**config.mk**
```make
export PLATFORM = sky130hd
export DESIGN_NAME = ums_modem_line_status
export DESIGN_NICKNAME = d
export VERILOG_FILES = /design/src/ums_pkg.sv /design/src/ums_sync.sv /design/src/ums_delta.sv /design/src/ums_modem_line_status.sv
export SDC_FILE = /design/constraint.sdc
export NUM_CORES = 1
export LEC_CHECK = 0
export BUFFER_PORTS_ARGS = -buffer_cell sky130_fd_sc_hd__buf_2
export CAP_MARGIN = 20
export CORE_AREA = 2 2 63 125
export CTS_CLUSTER_SIZE = 14
export DETAILED_ROUTE_END_ITERATION = 6
export DIE_AREA = 0 0 65 127
export GPL_TIMING_DRIVEN = 0
export PLACE_DENSITY_LB_ADDON = 0.25
export REMOVE_ABC_BUFFERS = 1
export SETUP_SLACK_MARGIN = 0.1
export SLEW_MARGIN = 10
export SYNTH_ARGS = -nofsm -noshare
export SYNTH_HDL_FRONTEND = slang
export SYNTH_HIERARCHICAL = 1
export SYNTH_SLANG_ARGS = --single-unit
```
**constraint.sdc**
```tcl
create_clock -name aclk -period 2.76 [get_ports aclk]
set_input_delay 0.276 -clock aclk [delete_from_list [all_inputs] [get_ports aclk]]
set_output_delay 0.276 -clock aclk [all_outputs]
set_load 0.005 [all_outputs]
```
**src/ums_pkg.sv**
```systemverilog
// constants shared by the modem and line status block
package ums_pkg;

	// ------------------------------------------------------------
	// register map: index of each register, byte address = index * 4
	// ------------------------------------------------------------
	localparam int         UMS_AW             = 5;
	localparam logic [2:0] UMS_IDX_RX_HOLD    = 3'h0;
	localparam logic [2:0] UMS_IDX_MODEM_CTRL = 3'h4;
	localparam logic [2:0] UMS_IDX_LINE       = 3'h5;
	localparam logic [2:0] UMS_IDX_MODEM      = 3'h6;

	localparam logic [UMS_AW-1:0] UMS_ADDR_RX_HOLD    = {UMS_IDX_RX_HOLD, 2'b00};
	localparam logic [UMS_AW-1:0] UMS_ADDR_MODEM_CTRL = {UMS_IDX_MODEM_CTRL, 2'b00};
	localparam logic [UMS_AW-1:0] UMS_ADDR_LINE       = {UMS_IDX_LINE, 2'b00};
	localparam logic [UMS_AW-1:0] UMS_ADDR_MODEM      = {UMS_IDX_MODEM, 2'b00};

	// ------------------------------------------------------------
	// modem control field layout and reset value
	// ------------------------------------------------------------
	localparam int         UMS_MC_W       = 5;
	localparam int         UMS_MC_DTR     = 0;
	localparam int         UMS_MC_RTS     = 1;
	localparam int         UMS_MC_OUT_ONE = 2;
	localparam int         UMS_MC_OUT_TWO = 3;
	localparam int         UMS_MC_LOOP    = 4;
	localparam logic [4:0] UMS_MC_RST     = 5'h00;

	// ------------------------------------------------------------
	// line status and modem status bit positions
	// ------------------------------------------------------------
	localparam int UMS_LS_READY    = 0;
	localparam int UMS_LS_OVERRUN  = 1;
	localparam int UMS_MS_CTS_CHG  = 0;
	localparam int UMS_MS_DSR_CHG  = 1;
	localparam int UMS_MS_RI_EDGE  = 2;
	localparam int UMS_MS_DCD_CHG  = 3;
	localparam int UMS_MS_CTS      = 4;
	localparam int UMS_MS_DSR      = 5;
	localparam int UMS_MS_RI       = 6;
	localparam int UMS_MS_DCD      = 7;
	localparam int UMS_LVL_CTS     = 0;
	localparam int UMS_LVL_DSR     = 1;
	localparam int UMS_LVL_RI      = 2;
	localparam int UMS_LVL_DCD     = 3;

	// ------------------------------------------------------------
	// misc reset values, depth and bus answers
	// ------------------------------------------------------------
	localparam logic [3:0] UMS_PIN_RST    = 4'hf;
	localparam logic [3:0] UMS_FLAG_RST   = 4'h0;
	localparam int         UMS_RX_DEPTH   = 16;
	localparam logic [1:0] UMS_RESP_OKAY  = 2'h0;
	localparam logic [1:0] UMS_RESP_SLVERR = 2'h2;

endpackage

```
**src/ums_sync.sv**
```systemverilog
// two-flop synchroniser for a group of asynchronous pins
`timescale 1ns/100ps
module ums_sync import ums_pkg::*; #(
	parameter int         WIDTH   = 4,
	parameter logic [3:0] RST_VAL = UMS_PIN_RST
) (
	input  wire logic             aclk,
	input  wire logic             aresetn,
	input  wire logic [WIDTH-1:0] async_in,
	output logic      [WIDTH-1:0] sync_r
);

	logic [WIDTH-1:0] meta_r;

	// first stage feeds only the second
	genvar i;
	generate
		for (i = 0; i < WIDTH; i++) begin : g_bit
			always_ff @(posedge aclk) begin
				if (!aresetn) begin
					meta_r[i] <= RST_VAL[i];
					sync_r[i] <= RST_VAL[i];
				end else begin
					meta_r[i] <= async_in[i];
					sync_r[i] <= meta_r[i];
				end
			end
		end
	endgenerate

endmodule // ums_sync

```
**src/ums_delta.sv**
```systemverilog
// sticky change indicators of the four modem status levels
`timescale 1ns/100ps
module ums_delta import ums_pkg::*; (
	input  wire logic       aclk,
	input  wire logic       aresetn,
	input  wire logic [3:0] level,
	input  wire logic       clr,
	output logic      [3:0] flag_r
);

	logic [3:0] prev_r;
	logic       arm_r;
	logic [3:0] evt;

	// first cycle after reset only loads the history, no false change
	always_ff @(posedge aclk) begin
		if (!aresetn) begin
			prev_r <= UMS_FLAG_RST;
			arm_r  <= 1'b0;
		end else begin
			prev_r <= level;
			arm_r  <= 1'b1;
		end
	end

	genvar i;
	generate
		for (i = 0; i < 4; i++) begin : g_flag
			// ring flag wants the pin going low to high: level falls
			if (i == UMS_LVL_RI) begin : g_edge
				assign evt[i] = arm_r && prev_r[i] && !level[i]; // see RULE12
			end else begin : g_any
				assign evt[i] = arm_r && (prev_r[i] != level[i]); // see RULE4
			end
			// set beats the clearing read
			always_ff @(posedge aclk) begin
				if (!aresetn) begin
					flag_r[i] <= UMS_FLAG_RST[i];
				end else if (evt[i]) begin
					flag_r[i] <= 1'b1; // see RULE15
				end else if (clr) begin
					flag_r[i] <= 1'b0; // see RULE5
				end
			end
		end
	endgenerate
endmodule // ums_delta

```
**src/ums_modem_line_status.sv**
```systemverilog
// modem status and receive line status registers behind an axi4-lite slave
//
// Function
// RULE1 - overrun flag set at overrun stop bit
// RULE2 - data ready set when character stored
// RULE3 - data ready clears after all characters read
// RULE4 - change bits set on modem input change
// RULE5 - modem status read clears change bits
// RULE6 - bit7 inverted carrier, loopback: user output two
// RULE7 - bit6 inverted ring, loopback: user output one
// RULE8 - bit5 inverted set-ready, loopback: dtr bit
// RULE9 - bit4 inverted clear-to-send, loopback: rts bit
// RULE10 - bit3 flags carrier level change since read
// RULE11 - any change bit raises modem interrupt
// RULE12 - bit2 flags ring pin low-to-high
// RULE13 - bit0 flags clear-to-send change since read
// RULE14 - bit1 flags set-ready change since read
// RULE15 - synchronise inputs; set beats clearing read
//
// Decided for this implementation: the AXI4-Lite interface to the registers and the register offsets.
`timescale 1ns/100ps
module ums_modem_line_status import ums_pkg::*; #(
	parameter int RX_DEPTH = UMS_RX_DEPTH
) (
	input  wire logic              aclk,
	input  wire logic              aresetn,
	input  wire logic [UMS_AW-1:0] s_axi_awaddr,
	input  wire logic              s_axi_awvalid,
	output logic                   s_axi_awready,
	input  wire logic [31:0]       s_axi_wdata,
	input  wire logic [3:0]        s_axi_wstrb,
	input  wire logic              s_axi_wvalid,
	output logic                   s_axi_wready,
	output logic [1:0]             s_axi_bresp,
	output logic                   s_axi_bvalid,
	input  wire logic              s_axi_bready,
	input  wire logic [UMS_AW-1:0] s_axi_araddr,
	input  wire logic              s_axi_arvalid,
	output logic                   s_axi_arready,
	output logic [31:0]            s_axi_rdata,
	output logic [1:0]             s_axi_rresp,
	output logic                   s_axi_rvalid,
	input  wire logic              s_axi_rready,
	input  wire logic              rx_push,
	input  wire logic [7:0]        rx_data,
	input  wire logic              rx_overrun_evt,
	output logic                   rx_pop,
	output logic                   rx_data_ready,
	input  wire logic              cts_n,
	input  wire logic              dsr_n,
	input  wire logic              ri_n,
	input  wire logic              dcd_n,
	output logic                   rts_n,
	output logic                   dtr_n,
	output logic                   user_output_one_n,
	output logic                   user_output_two_n,
	output logic                   modem_irq
);

	localparam int CNT_W = $clog2(RX_DEPTH + 1);

	// ------------------------------------------------------------
	// declarations
	// ------------------------------------------------------------
	logic                awready_r;
	logic                wready_r;
	logic                bvalid_r;
	logic [1:0]          bresp_r;
	logic                arready_r;
	logic                rvalid_r;
	logic [31:0]         rdata_r;
	logic [1:0]          rresp_r;
	logic                aw_got_r;
	logic                w_got_r;
	logic [UMS_AW-1:0]   aw_addr_r;
	logic [7:0]          w_byte_r;
	logic                w_lane_r;
	logic [UMS_MC_W-1:0] modem_control_reg_r;
	logic [CNT_W-1:0]    rx_cnt_r;
	logic [CNT_W-1:0]    rx_cnt_nxt;
	logic                rx_ready_r;
	logic                rx_pop_r;
	logic                overrun_r;
	logic                modem_irq_r;
	logic                rts_n_r;
	logic                dtr_n_r;
	logic                out_one_n_r;
	logic                out_two_n_r;
	logic [3:0]          pin_s;
	logic [3:0]          status_cur;
	logic [3:0]          delta_r;
	logic [31:0]         rd_word;
	logic                rd_ok;
	logic                aw_hs;
	logic                w_hs;
	logic                ar_hs;
	logic                wr_fire;
	logic                rd_modem;
	logic                rd_line;
	logic                rd_pop;
	logic                mode_loop;

	assign aw_hs    = s_axi_awvalid && awready_r;
	assign w_hs     = s_axi_wvalid && wready_r;
	assign ar_hs    = s_axi_arvalid && arready_r;
	assign wr_fire  = aw_got_r && w_got_r && !bvalid_r;
	assign rd_modem = ar_hs && (s_axi_araddr == UMS_ADDR_MODEM);
	assign rd_line  = ar_hs && (s_axi_araddr == UMS_ADDR_LINE);
	assign rd_pop   = ar_hs && (s_axi_araddr == UMS_ADDR_RX_HOLD) && (rx_cnt_r != '0);
	assign mode_loop = modem_control_reg_r[UMS_MC_LOOP];

	// ------------------------------------------------------------
	// write channels: address and data taken in either order
	// ------------------------------------------------------------
	always_ff @(posedge aclk) begin
		if (!aresetn) begin
			awready_r <= 1'b0;
		end else if (aw_hs) begin
			awready_r <= 1'b0;
		end else if (!aw_got_r && !bvalid_r) begin
			awready_r <= 1'b1;
		end
	end

	always_ff @(posedge aclk) begin
		if (!aresetn) begin
			wready_r <= 1'b0;
		end else if (w_hs) begin
			wready_r <= 1'b0;
		end else if (!w_got_r && !bvalid_r) begin
			wready_r <= 1'b1;
		end
	end

	always_ff @(posedge aclk) begin
		if (!aresetn) begin
			aw_got_r  <= 1'b0;
			aw_addr_r <= '0;
		end else if (aw_hs) begin
			aw_got_r  <= 1'b1;
			aw_addr_r <= s_axi_awaddr;
		end else if (wr_fire) begin
			aw_got_r  <= 1'b0;
		end
	end

	always_ff @(posedge aclk) begin
		if (!aresetn) begin
			w_got_r  <= 1'b0;
			w_byte_r <= '0;
			w_lane_r <= 1'b0;
		end else if (w_hs) begin
			w_got_r  <= 1'b1;
			w_byte_r <= s_axi_wdata[7:0];
			w_lane_r <= s_axi_wstrb[0];
		end else if (wr_fire) begin
			w_got_r  <= 1'b0;
		end
	end

	// read-only and holding offsets accept writes silently
	always_ff @(posedge aclk) begin
		if (!aresetn) begin
			bvalid_r <= 1'b0;
			bresp_r  <= UMS_RESP_OKAY;
		end else if (wr_fire) begin
			bvalid_r <= 1'b1;
			case (aw_addr_r)
				UMS_ADDR_RX_HOLD, UMS_ADDR_MODEM_CTRL,
				UMS_ADDR_LINE, UMS_ADDR_MODEM: bresp_r <= UMS_RESP_OKAY;
				default: bresp_r <= UMS_RESP_SLVERR;
			endcase
		end else if (bvalid_r && s_axi_bready) begin
			bvalid_r <= 1'b0;
		end
	end

	always_ff @(posedge aclk) begin
		if (!aresetn) begin
			modem_control_reg_r <= UMS_MC_RST;
		end else if (wr_fire && w_lane_r && aw_addr_r == UMS_ADDR_MODEM_CTRL) begin
			modem_control_reg_r <= w_byte_r[UMS_MC_W-1:0];
		end
	end

	// ------------------------------------------------------------
	// read channel: data and side effects at the address edge
	// ------------------------------------------------------------
	always_comb begin
		rd_word = '0;
		rd_ok   = 1'b1;
		case (s_axi_araddr)
			UMS_ADDR_RX_HOLD:    rd_word = 32'(rx_data);
			UMS_ADDR_MODEM_CTRL: rd_word = 32'(modem_control_reg_r);
			UMS_ADDR_LINE:       rd_word = 32'({overrun_r, rx_ready_r});
			UMS_ADDR_MODEM:      rd_word = 32'({status_cur, delta_r}); // see RULE10
			default:             rd_ok   = 1'b0;
		endcase
	end

	always_ff @(posedge aclk) begin
		if (!aresetn) begin
			arready_r <= 1'b0;
		end else if (ar_hs) begin
			arready_r <= 1'b0;
		end else if (!rvalid_r) begin
			arready_r <= 1'b1;
		end
	end

	always_ff @(posedge aclk) begin
		if (!aresetn) begin
			rvalid_r <= 1'b0;
			rdata_r  <= '0;
			rresp_r  <= UMS_RESP_OKAY;
		end else if (ar_hs) begin
			rvalid_r <= 1'b1;
			rdata_r  <= rd_word;
			rresp_r  <= rd_ok ? UMS_RESP_OKAY : UMS_RESP_SLVERR;
		end else if (rvalid_r && s_axi_rready) begin
			rvalid_r <= 1'b0;
		end
	end

	// ------------------------------------------------------------
	// receive line status
	// ------------------------------------------------------------
	// a push into a full store is the receiver's overrun, not counted
	always_comb begin
		rx_cnt_nxt = rx_cnt_r;
		if (rx_push && (rx_cnt_r != CNT_W'(RX_DEPTH) || rd_pop)) begin
			rx_cnt_nxt = rx_cnt_nxt + 1'b1;
		end
		if (rd_pop) begin
			rx_cnt_nxt = rx_cnt_nxt - 1'b1;
		end
	end

	always_ff @(posedge aclk) begin
		if (!aresetn) begin
			rx_cnt_r   <= '0;
			rx_ready_r <= 1'b0;
			rx_pop_r   <= 1'b0;
		end else begin
			rx_cnt_r   <= rx_cnt_nxt;
			rx_ready_r <= (rx_cnt_nxt != '0); // see RULE2 see RULE3
			rx_pop_r   <= rd_pop;
		end
	end

	always_ff @(posedge aclk) begin
		if (!aresetn) begin
			overrun_r <= 1'b0;
		end else if (rx_overrun_evt) begin
			overrun_r <= 1'b1; // see RULE1
		end else if (rd_line) begin
			overrun_r <= 1'b0;
		end
	end

	// ------------------------------------------------------------
	// modem status
	// ------------------------------------------------------------
	ums_sync #(
		.WIDTH   (4),
		.RST_VAL (UMS_PIN_RST)
	) u_pin_sync (
		.aclk     (aclk),
		.aresetn  (aresetn),
		.async_in ({dcd_n, ri_n, dsr_n, cts_n}), // see RULE15
		.sync_r   (pin_s)
	);

	// loopback takes the levels from the control bits instead of the pins
	always_comb begin
		if (mode_loop) begin
			status_cur[UMS_LVL_DCD] = modem_control_reg_r[UMS_MC_OUT_TWO]; // see RULE6
			status_cur[UMS_LVL_RI]  = modem_control_reg_r[UMS_MC_OUT_ONE]; // see RULE7
			status_cur[UMS_LVL_DSR] = modem_control_reg_r[UMS_MC_DTR]; // see RULE8
			status_cur[UMS_LVL_CTS] = modem_control_reg_r[UMS_MC_RTS]; // see RULE9
		end else begin
			status_cur = ~pin_s; // see RULE6 see RULE7 see RULE8 see RULE9
		end
	end

	ums_delta u_delta (
		.aclk    (aclk),
		.aresetn (aresetn),
		.level   (status_cur), // see RULE13 see RULE14
		.clr     (rd_modem), // see RULE5
		.flag_r  (delta_r)
	);

	// outputs idle high in loopback so the modem sees nothing
	always_ff @(posedge aclk) begin
		if (!aresetn) begin
			modem_irq_r <= 1'b0;
			rts_n_r     <= 1'b1;
			dtr_n_r     <= 1'b1;
			out_one_n_r <= 1'b1;
			out_two_n_r <= 1'b1;
		end else begin
			modem_irq_r <= |delta_r; // see RULE11
			rts_n_r     <= mode_loop || !modem_control_reg_r[UMS_MC_RTS];
			dtr_n_r     <= mode_loop || !modem_control_reg_r[UMS_MC_DTR];
			out_one_n_r <= mode_loop || !modem_control_reg_r[UMS_MC_OUT_ONE];
			out_two_n_r <= mode_loop || !modem_control_reg_r[UMS_MC_OUT_TWO];
		end
	end

	assign s_axi_awready     = awready_r;
	assign s_axi_wready      = wready_r;
	assign s_axi_bvalid      = bvalid_r;
	assign s_axi_bresp       = bresp_r;
	assign s_axi_arready     = arready_r;
	assign s_axi_rvalid      = rvalid_r;
	assign s_axi_rdata       = rdata_r;
	assign s_axi_rresp       = rresp_r;
	assign rx_pop            = rx_pop_r;
	assign rx_data_ready     = rx_ready_r;
	assign modem_irq         = modem_irq_r;
	assign rts_n             = rts_n_r;
	assign dtr_n             = dtr_n_r;
	assign user_output_one_n = out_one_n_r;
	assign user_output_two_n = out_two_n_r;
endmodule // ums_modem_line_status

```
Word level (Yosys, flattened, before mapping)
Index checks and enable logic that the tools add are counted.

Flip-flop bits (word level): 89. Logic and storage cells: 126. Bits of input ports: 67.

Bitwise gates (word level): 2. $add $sub $neg: 2. Equal/unequal tests: 10. Reduce and logical (&&, ||, !) cells: 53. Mux-type cells: 22.

Operator list (number): 8-bit one-hot mux with 4 select lines (1); 5-bit == test (second input constant) (6); 1-bit logical AND (21); 2-bit nonzero test (9); 1-bit 2-to-1 mux (16); 4-bit OR reduction (3); 5-bit logical NOT (2); 5-bit 2-to-1 mux (2); 5-bit nonzero test (2); 1-bit logical NOT (8); 2-bit OR reduction (3); 5-bit by 1-bit adder with 5-bit output (second input constant) (1); 1-bit logical OR (5); 5-bit != test (second input constant) (1); 5-bit by 1-bit subtractor with 5-bit output (second input constant) (1); 2-bit 2-to-1 mux (2); 4-bit 2-to-1 mux (1); 4-bit NOT (1); 1-bit != test (3); 1-bit NOT (1).

Logic depth before layout (Yosys ltp)
Gate-level depths: netlist of run 1.

Depth in word-level cells: 9. Depth in mapped cells: 10.

Cells and area by module
The synthesis of run 1 kept the hierarchy.

By module, submodules not included: ums_modem_line_status (cells an instance 278, area an instance 2321.0 sq um, times used 1); ums_delta (cells an instance 26, area an instance 301.5 sq um, times used 1); ums_sync (cells an instance 16, area an instance 210.2 sq um, times used 1).

Least setup slack after synthesis of run 1
Ideal clock, no wire load.

Path type: register to register. Start point: register rx_cnt_r[0]. End point: register rx_ready_r, in the netlist rx_data_ready. Stages on the path, launching flop included: 11. Setup slack: 177 ps. Arrival: 2449 ps. Path through: dfxtp_1 > inv_1 > ha_1 > nand4bb_1 > o21ai_0 > mux2i_1 > ha_1 > xor2_1 > o21ai_0 > a211o_1 > or4b_1.

Longest elaborated chain between the ends: 8.

RTL lines: start: declaration (RTL line ums_modem_line_status.sv:79) `logic [CNT_W-1:0] rx_cnt_r;`; start signal: assignment (RTL line ums_modem_line_status.sv:245) `rx_cnt_r <= rx_cnt_nxt;`; parallel branches: the longest is 6 deep, another holds 5-bit by 1-bit adder with 5-bit output; 5-bit 2-to-1 mux (*) (RTL line ums_modem_line_status.sv:234) `if (rd_pop) begin`; 5-bit nonzero test (*) (RTL line ums_modem_line_status.sv:246) `rx_ready_r <= (rx_cnt_nxt != '0);`; end signal: assignment (RTL line ums_modem_line_status.sv:246); end: declaration (RTL line ums_modem_line_status.sv:81) `logic rx_ready_r;`.

Mark *: on every way between the ends. A chain may end at the register's enable or synchronous reset.

Worst setup path in the final report of run 1
Same ends and word-level chain as after synthesis.

==> impl_metrics.json, run 1 <==
{
  "outcome": "completed",
  "rsz0062_at_grt": "yes",
  "start_util_pct": 39.3,
  "synthMuxAreaShare_pct": 6.01,
  "core_mm2": 0.00721,
  "post-route-period-util_pct": 92.8,
  "worst_pin_slew_ps": 650,
  "h-tree-depth": 3,
  "timing.hold.ws_ps": 131,
  "r2r_cells": 10,
  "grt_pass1_wl_um": 10200,
  "slew_violations": 0,
  "diodes": 0,
  "finalCriticalPeriod_ps": 2560,
  "synth_fa_ha_area_share_pct": 1.68,
  "end_kind": "flip-flop",
  "clock.fmax_ghz": 0.390,
  "clkTransAtPathRegs_ps": 50,
  "num_io_pins": 115,
  "setup_slack_ps": 199,
  "port_buffers": 58,
  "place.gp.congestion": 0.847,
  "final_nets": 451,
  "grt_start_max_net_pins": 33,
  "hold_end": "u_pin_sync/meta_r[1]",
  "finalHoldViolations": 0,
  "drive_gt1_share_pct": 23.8,
  "cts-root-buf": "clkbuf_16",
  "syn_area_mm2": 0.00283,
  "worstReg2RegStart": "rx_cnt_r[0]",
  "hpwl_um": 4580,
  "crit_arrival_ps": 2760,
  "worstPathRequired_ps": 2960,
  "wire_per_inst_um": 13.0,
  "layout.cells.non_filler": 478,
  "die_h_um": 127,
  "hold_path.class": "in2reg",
  "dp_slack_ps": -143,
  "leakagePower_nw": 1.50,
  "synth_top_family_by_area": "simple AND/OR/NAND/NOR gates",
  "syn_area_per_cell_um2": 8.85,
  "via_per_inst": 4.85,
  "grt_pass1_vias": 2165,
  "r2r_setup_slack_ps": 200,
  "holdPathStages": 2,
  "yosys_warnings": 6,
  "maxCapViolations": 0,
  "drt-total-wl_um": 6190,
  "antenna_found_initial": 0,
  "drc": 0,
  "grt_usage_pct": 16.2,
  "synth-simple-area-share_pct": 22.1,
  "clk_latency_ps": 320,
  "setup_viol": 0,
  "rows": 44,
  "design.die.area_mm2": 0.00826,
  "dp_cells": 457,
  "slew_headroom_pct": 56.7,
  "die_w_um": 65,
  "grt-ovfl-total": 0,
  "synth_compound_area_share_pct": 12.0,
  "criticalPathCategory": "reg2reg",
  "drt-initial-drc-count": 85,
  "netlist_instances": 320,
  "startpoint": "rx_cnt_r[0]",
  "synth_xor_area_share_pct": 2.78,
  "antenna_left": 0,
  "ctsHoldBuffers": 0,
  "syn2layout_area_growth_pct": 23.2,
  "hp-start": "dsr_n",
  "async_reset_ff_share_pct": 0,
  "final_cell_mix": "dfxtp_1 (60), buf_2 (58), nand2_1 (32)",
  "synth_edf_count": 0,
  "startpoint_type": "flip-flop",
  "crit_fanout": 5,
  "power_density_mw_per_mm2": 674,
  "irDropWorstVdd_uv": 413,
  "clk_path_buf_depth": 2,
  "final_common_cell": "dfxtp_1",
  "synthFlopType": "dfxtp_1",
  "synth_cell_types": 46,
  "cts_num_sinks": 63,
  "dr.pass1.iters": 4,
  "cts_tree": "built",
  "vias": 2320,
  "rr_endpoint": "rx_data_ready",
  "yosysSeqAreaShare_pct": 44.5,
  "skew_ps": 3.38,
  "synth_seq_cells": 63,
  "numCtsBuffers": 9
}
how the worst max path moves through the flow:
| stage | to | slack [ps] | cells after the start |
|---|---|---|---|
| 6_report | rx_data_ready | 200 | 10 |
| 5_1_grt | rx_data_ready | 60 | 10 |
| 4_1_cts | rx_data_ready | 130 | 10 |
| 3_5_place_dp | rx_data_ready | -140 | 10 |
| 3_3_place_gp | rx_data_ready | -100 | 10 |
| 2_1_floorplan | rx_data_ready | 180 | 10 |
area by class of cell:
class,count,area (um^2)
Fill cell,722,3720
Tap cell,92,115
Inverter,15,58.8
Sequential cell,63,1260
Clock inverter,4,70.1
Timing Repair Buffer,63,348
Multi-Input combinational cell,229,1400
Clock buffer,12,236
synthesized netlist by cell type, drive strengths merged (4+ instances only):
cell type  number  area share, %
a211oi          4            1.1
inv            15            2.0
buf            29            7.6
a21oi          23            4.1
dfxtp          63             45
xor2            5            1.5
nand3          16            2.8
nor2           19            2.5
nand2b         12            2.7
xnor2           4            1.2
nand4           4           0.88
nand2          33            4.5
o21ai          13            2.3
nor3            9            2.0
mux2i          17            6.0
nand3b          5            1.3
clkbuf          9            1.2
and2            5            1.3
flip-flops by register name, indices dropped and copies added, names as in the netlist, 4 cells and up:
register / count
s_axi_rdata: 8
aw_addr_r: 5
modem_control_reg_r: 5
rx_cnt_r: 5
w_byte_r: 5
u_delta/flag_r: 4
u_delta/prev_r: 4
u_pin_sync/meta_r: 4
u_pin_sync/sync_r: 4
critical path, cell delays in order, from the launching register on:
cell	delay, ps
dfxtp_2	350
inv_4	90
ha_4	140
nand4bb_1	140
o21ai_2	220
mux2i_1	230
ha_2	220
xor2_1	140
o21ai_1	70
a211o_1	330
or4b_1	500
layer usage:
| metal | share of wire [%] | wire [um] | GRT usage (%) |
|---|---|---|---|
| met2 | 56 | 3450 | 29.0 |
| met3 | 4.6 | 287 | 4.23 |
| met1 | 36 | 2260 | 16.5 |
| met5 | 0 | 0 | 0 |
| met4 | 3.2 | 197 | 8.89 |
cells by family after synthesis:
kind of cell / after synthesis
buffers and inverters: 53
AOI/OAI and AO/OA: 56
xor gates and xnor gates: 9
adders and majority gates: 4
muxes: 17
DFF: 63
and+or+nand+nor: 117
other: 1
what timing repair did:
item | 4_1_cts | 5_1_grt
pin swaps | 1 | 2
endpoints found under the setup margin | 1 | 1
gates resized for setup | 4 | 9
buffers inserted | 1 | 3
endpoints found under the hold margin | 0 | 0
through the flow:
step	instance area (um^2)	setup TNS, ps	utilization, %	total power, mW
after global routing	3490	0	48.4	2.45
after global placement	3080	-98.3	42.8	1.18
after detailed placement	3080	-143	42.8	1.18
after CTS	3400	0	47.2	2.36
final	3490	0	48.4	2.35
after floorplan	2680	0	-	1.10
power breakdown:
group / switching [mW] / internal [mW]
clock: 0.383 / 0.787
sequential: 0.0313 / 0.948
combinational: 0.111 / 0.0912
No activity file was read; power rests on OpenSTA's default activity.
==> inputs of run 2 (changes only) <==
Settings changed: CTS_BUF_LIST set to sky130_fd_sc_hd__clkbuf_16.
==> run 2 against run 1 <==
Against the previous run: sequential power hardly changed; non-clock buffer count stayed put; largest power group unchanged; combinational power hardly changed; critical endpoint unchanged; sequential share of layout area stayed put.
==> impl_metrics.json, run 2 (synthesis gave the netlist of run 1 again) <==
{
  "hpwl_um": 4580,
  "port_buffers": 58,
  "grt_pass1_wl_um": 10200,
  "post-route-period-util_pct": 92.8,
  "num_io_pins": 115,
  "fin_util_pct": 48.4,
  "grt-ovfl-total": 0,
  "vias": 2319,
  "place.gp.congestion": 0.847,
  "numCtsBuffers": 9,
  "leakagePower_nw": 1.52,
  "clkTransAtPathRegs_ps": 50,
  "irDropWorstVdd_uv": 414,
  "ctsHoldBuffers": 0,
  "largest_reg_flops": 8,
  "grt_usage_pct": 16.2,
  "worstReg2RegStart": "rx_cnt_r[0]",
  "nFillCells": 722,
  "final_nets": 451,
  "cts_tree": "built",
  "drc": 0,
  "slew_headroom_pct": 56.7,
  "final_common_cell": "dfxtp_1",
  "grt_start_max_net_pins": 33,
  "rr_endpoint": "rx_data_ready",
  "startpoint_type": "flip-flop",
  "via_per_inst": 4.85,
  "diodes": 0,
  "slew_violations": 0,
  "hp-start": "dsr_n",
  "grt_pass1_vias": 2165,
  "clk_path_buf_depth": 2,
  "hold_path.class": "in2reg",
  "hold_end": "u_pin_sync/meta_r[1]",
  "syn2layout_area_growth_pct": 23.2,
  "setup_viol": 0,
  "wire_per_inst_um": 13.0,
  "maxCapViolations": 0,
  "antenna_left": 0,
  "fin_tns_setup_ps": 0,
  "finalCriticalPeriod_ps": 2560,
  "power_density_mw_per_mm2": 671,
  "clk_latency_ps": 320,
  "outcome": "completed",
  "cts_num_sinks": 63,
  "clock.fmax_ghz": 0.390,
  "rows": 44,
  "r2r_setup_slack_ps": 200,
  "final_cell_mix": "dfxtp_1 (60), buf_2 (58), nand2_1 (32)",
  "holdPathStages": 2,
  "dr.pass1.iters": 4,
  "rsz0062_at_grt": "yes",
  "drive_gt1_share_pct": 23.8,
  "power_mw": 2.34,
  "skew_ps": 2.96,
  "cts-root-buf": "clkbuf_16",
  "design.die.area_mm2": 0.00826,
  "worstPathRequired_ps": 2960,
  "die_w_um": 65,
  "drt-total-wl_um": 6200,
  "start_util_pct": 39.3,
  "die_h_um": 127,
  "h-tree-depth": 3,
  "end_kind": "flip-flop",
  "core_mm2": 0.00721,
  "drt-initial-drc-count": 85,
  "antenna_found_initial": 0,
  "crit_fanout": 5,
  "crit_arrival_ps": 2760,
  "r2r_cells": 10,
  "criticalPathCategory": "reg2reg",
  "finalHoldViolations": 0,
  "worst_pin_slew_ps": 650
}
run 2: changes by cell type in the layout (fill, tap and decap cells not counted), sizes merged:
cell    delta
inv        +3
clkbuf     -3
run 2: cell type report:
cell class	instances	area, um^2	area share [%]
clock inverter	7	81.3	2.33
multi-input combinational	229	1400	40.0
timing repair buffer	63	348	9.97
tap	92	115	3.30
sequential	63	1260	36.2
inverter	15	58.8	1.69
clock buffer	9	225	6.45
run 2: timing repair:
item	in CTS	in global routing
pin swaps	1	2
setup endpoints to repair	1	1
buffers inserted	1	3
resized for setup	4	9
endpoints found under the hold margin	0	0
run 2: worst max-delay path: stages (launching register included):
cell and delay [ps]:
dfxtp_2 350, inv_4 90, ha_4 140, nand4bb_1 140, o21ai_2 220, mux2i_1 230
ha_2 220, xor2_1 140, o21ai_1 70, a211o_1 330, or4b_1 500
run 2: worst max path at each step:
| stage | endpoint | from | slack [ps] | depth (start not counted) |
|---|---|---|---|---|
| finish | rx_data_ready | rx_cnt_r[0] | 200 | 10 |
| global route | rx_data_ready | rx_cnt_r[0] | 60 | 10 |
| CTS | rx_data_ready | rx_cnt_r[0] | 130 | 10 |
| detailed placement | rx_data_ready | s_axi_araddr[4] | -140 | 10 |
| global placement | rx_data_ready | rx_cnt_r[0] | -100 | 10 |
| floorplan | rx_data_ready | rx_cnt_r[0] | 180 | 10 |
run 2: metal layers:
layer  track usage (%)  vias to the layer above  wire, um
met4              8.89                        0       202
met3              4.23                       17       288
li1                  -                     1175         -
met1              16.5                     1061      2260
met5                 0                        -         0
met2              29.0                       66      3450
run 2: power breakdown:
part / internal [mW] / switching [mW]
registers: 0.948 / 0.0313
logic: 0.0912 / 0.111
clock network: 0.776 / 0.384
run 2: through the flow:
stage | setup slack (ps) | cell area, um^2 | instances | hold WS [ps]
global placement | -98.3 | 3080 | 457 | 395
detailed placement | -143 | 3080 | 457 | 394
CTS | 133 | 3400 | 474 | 120
global route | 56.2 | 3490 | 478 | 136
floorplan | 177 | 2680 | 307 | 304
finish | 199 | 3490 | 478 | 130
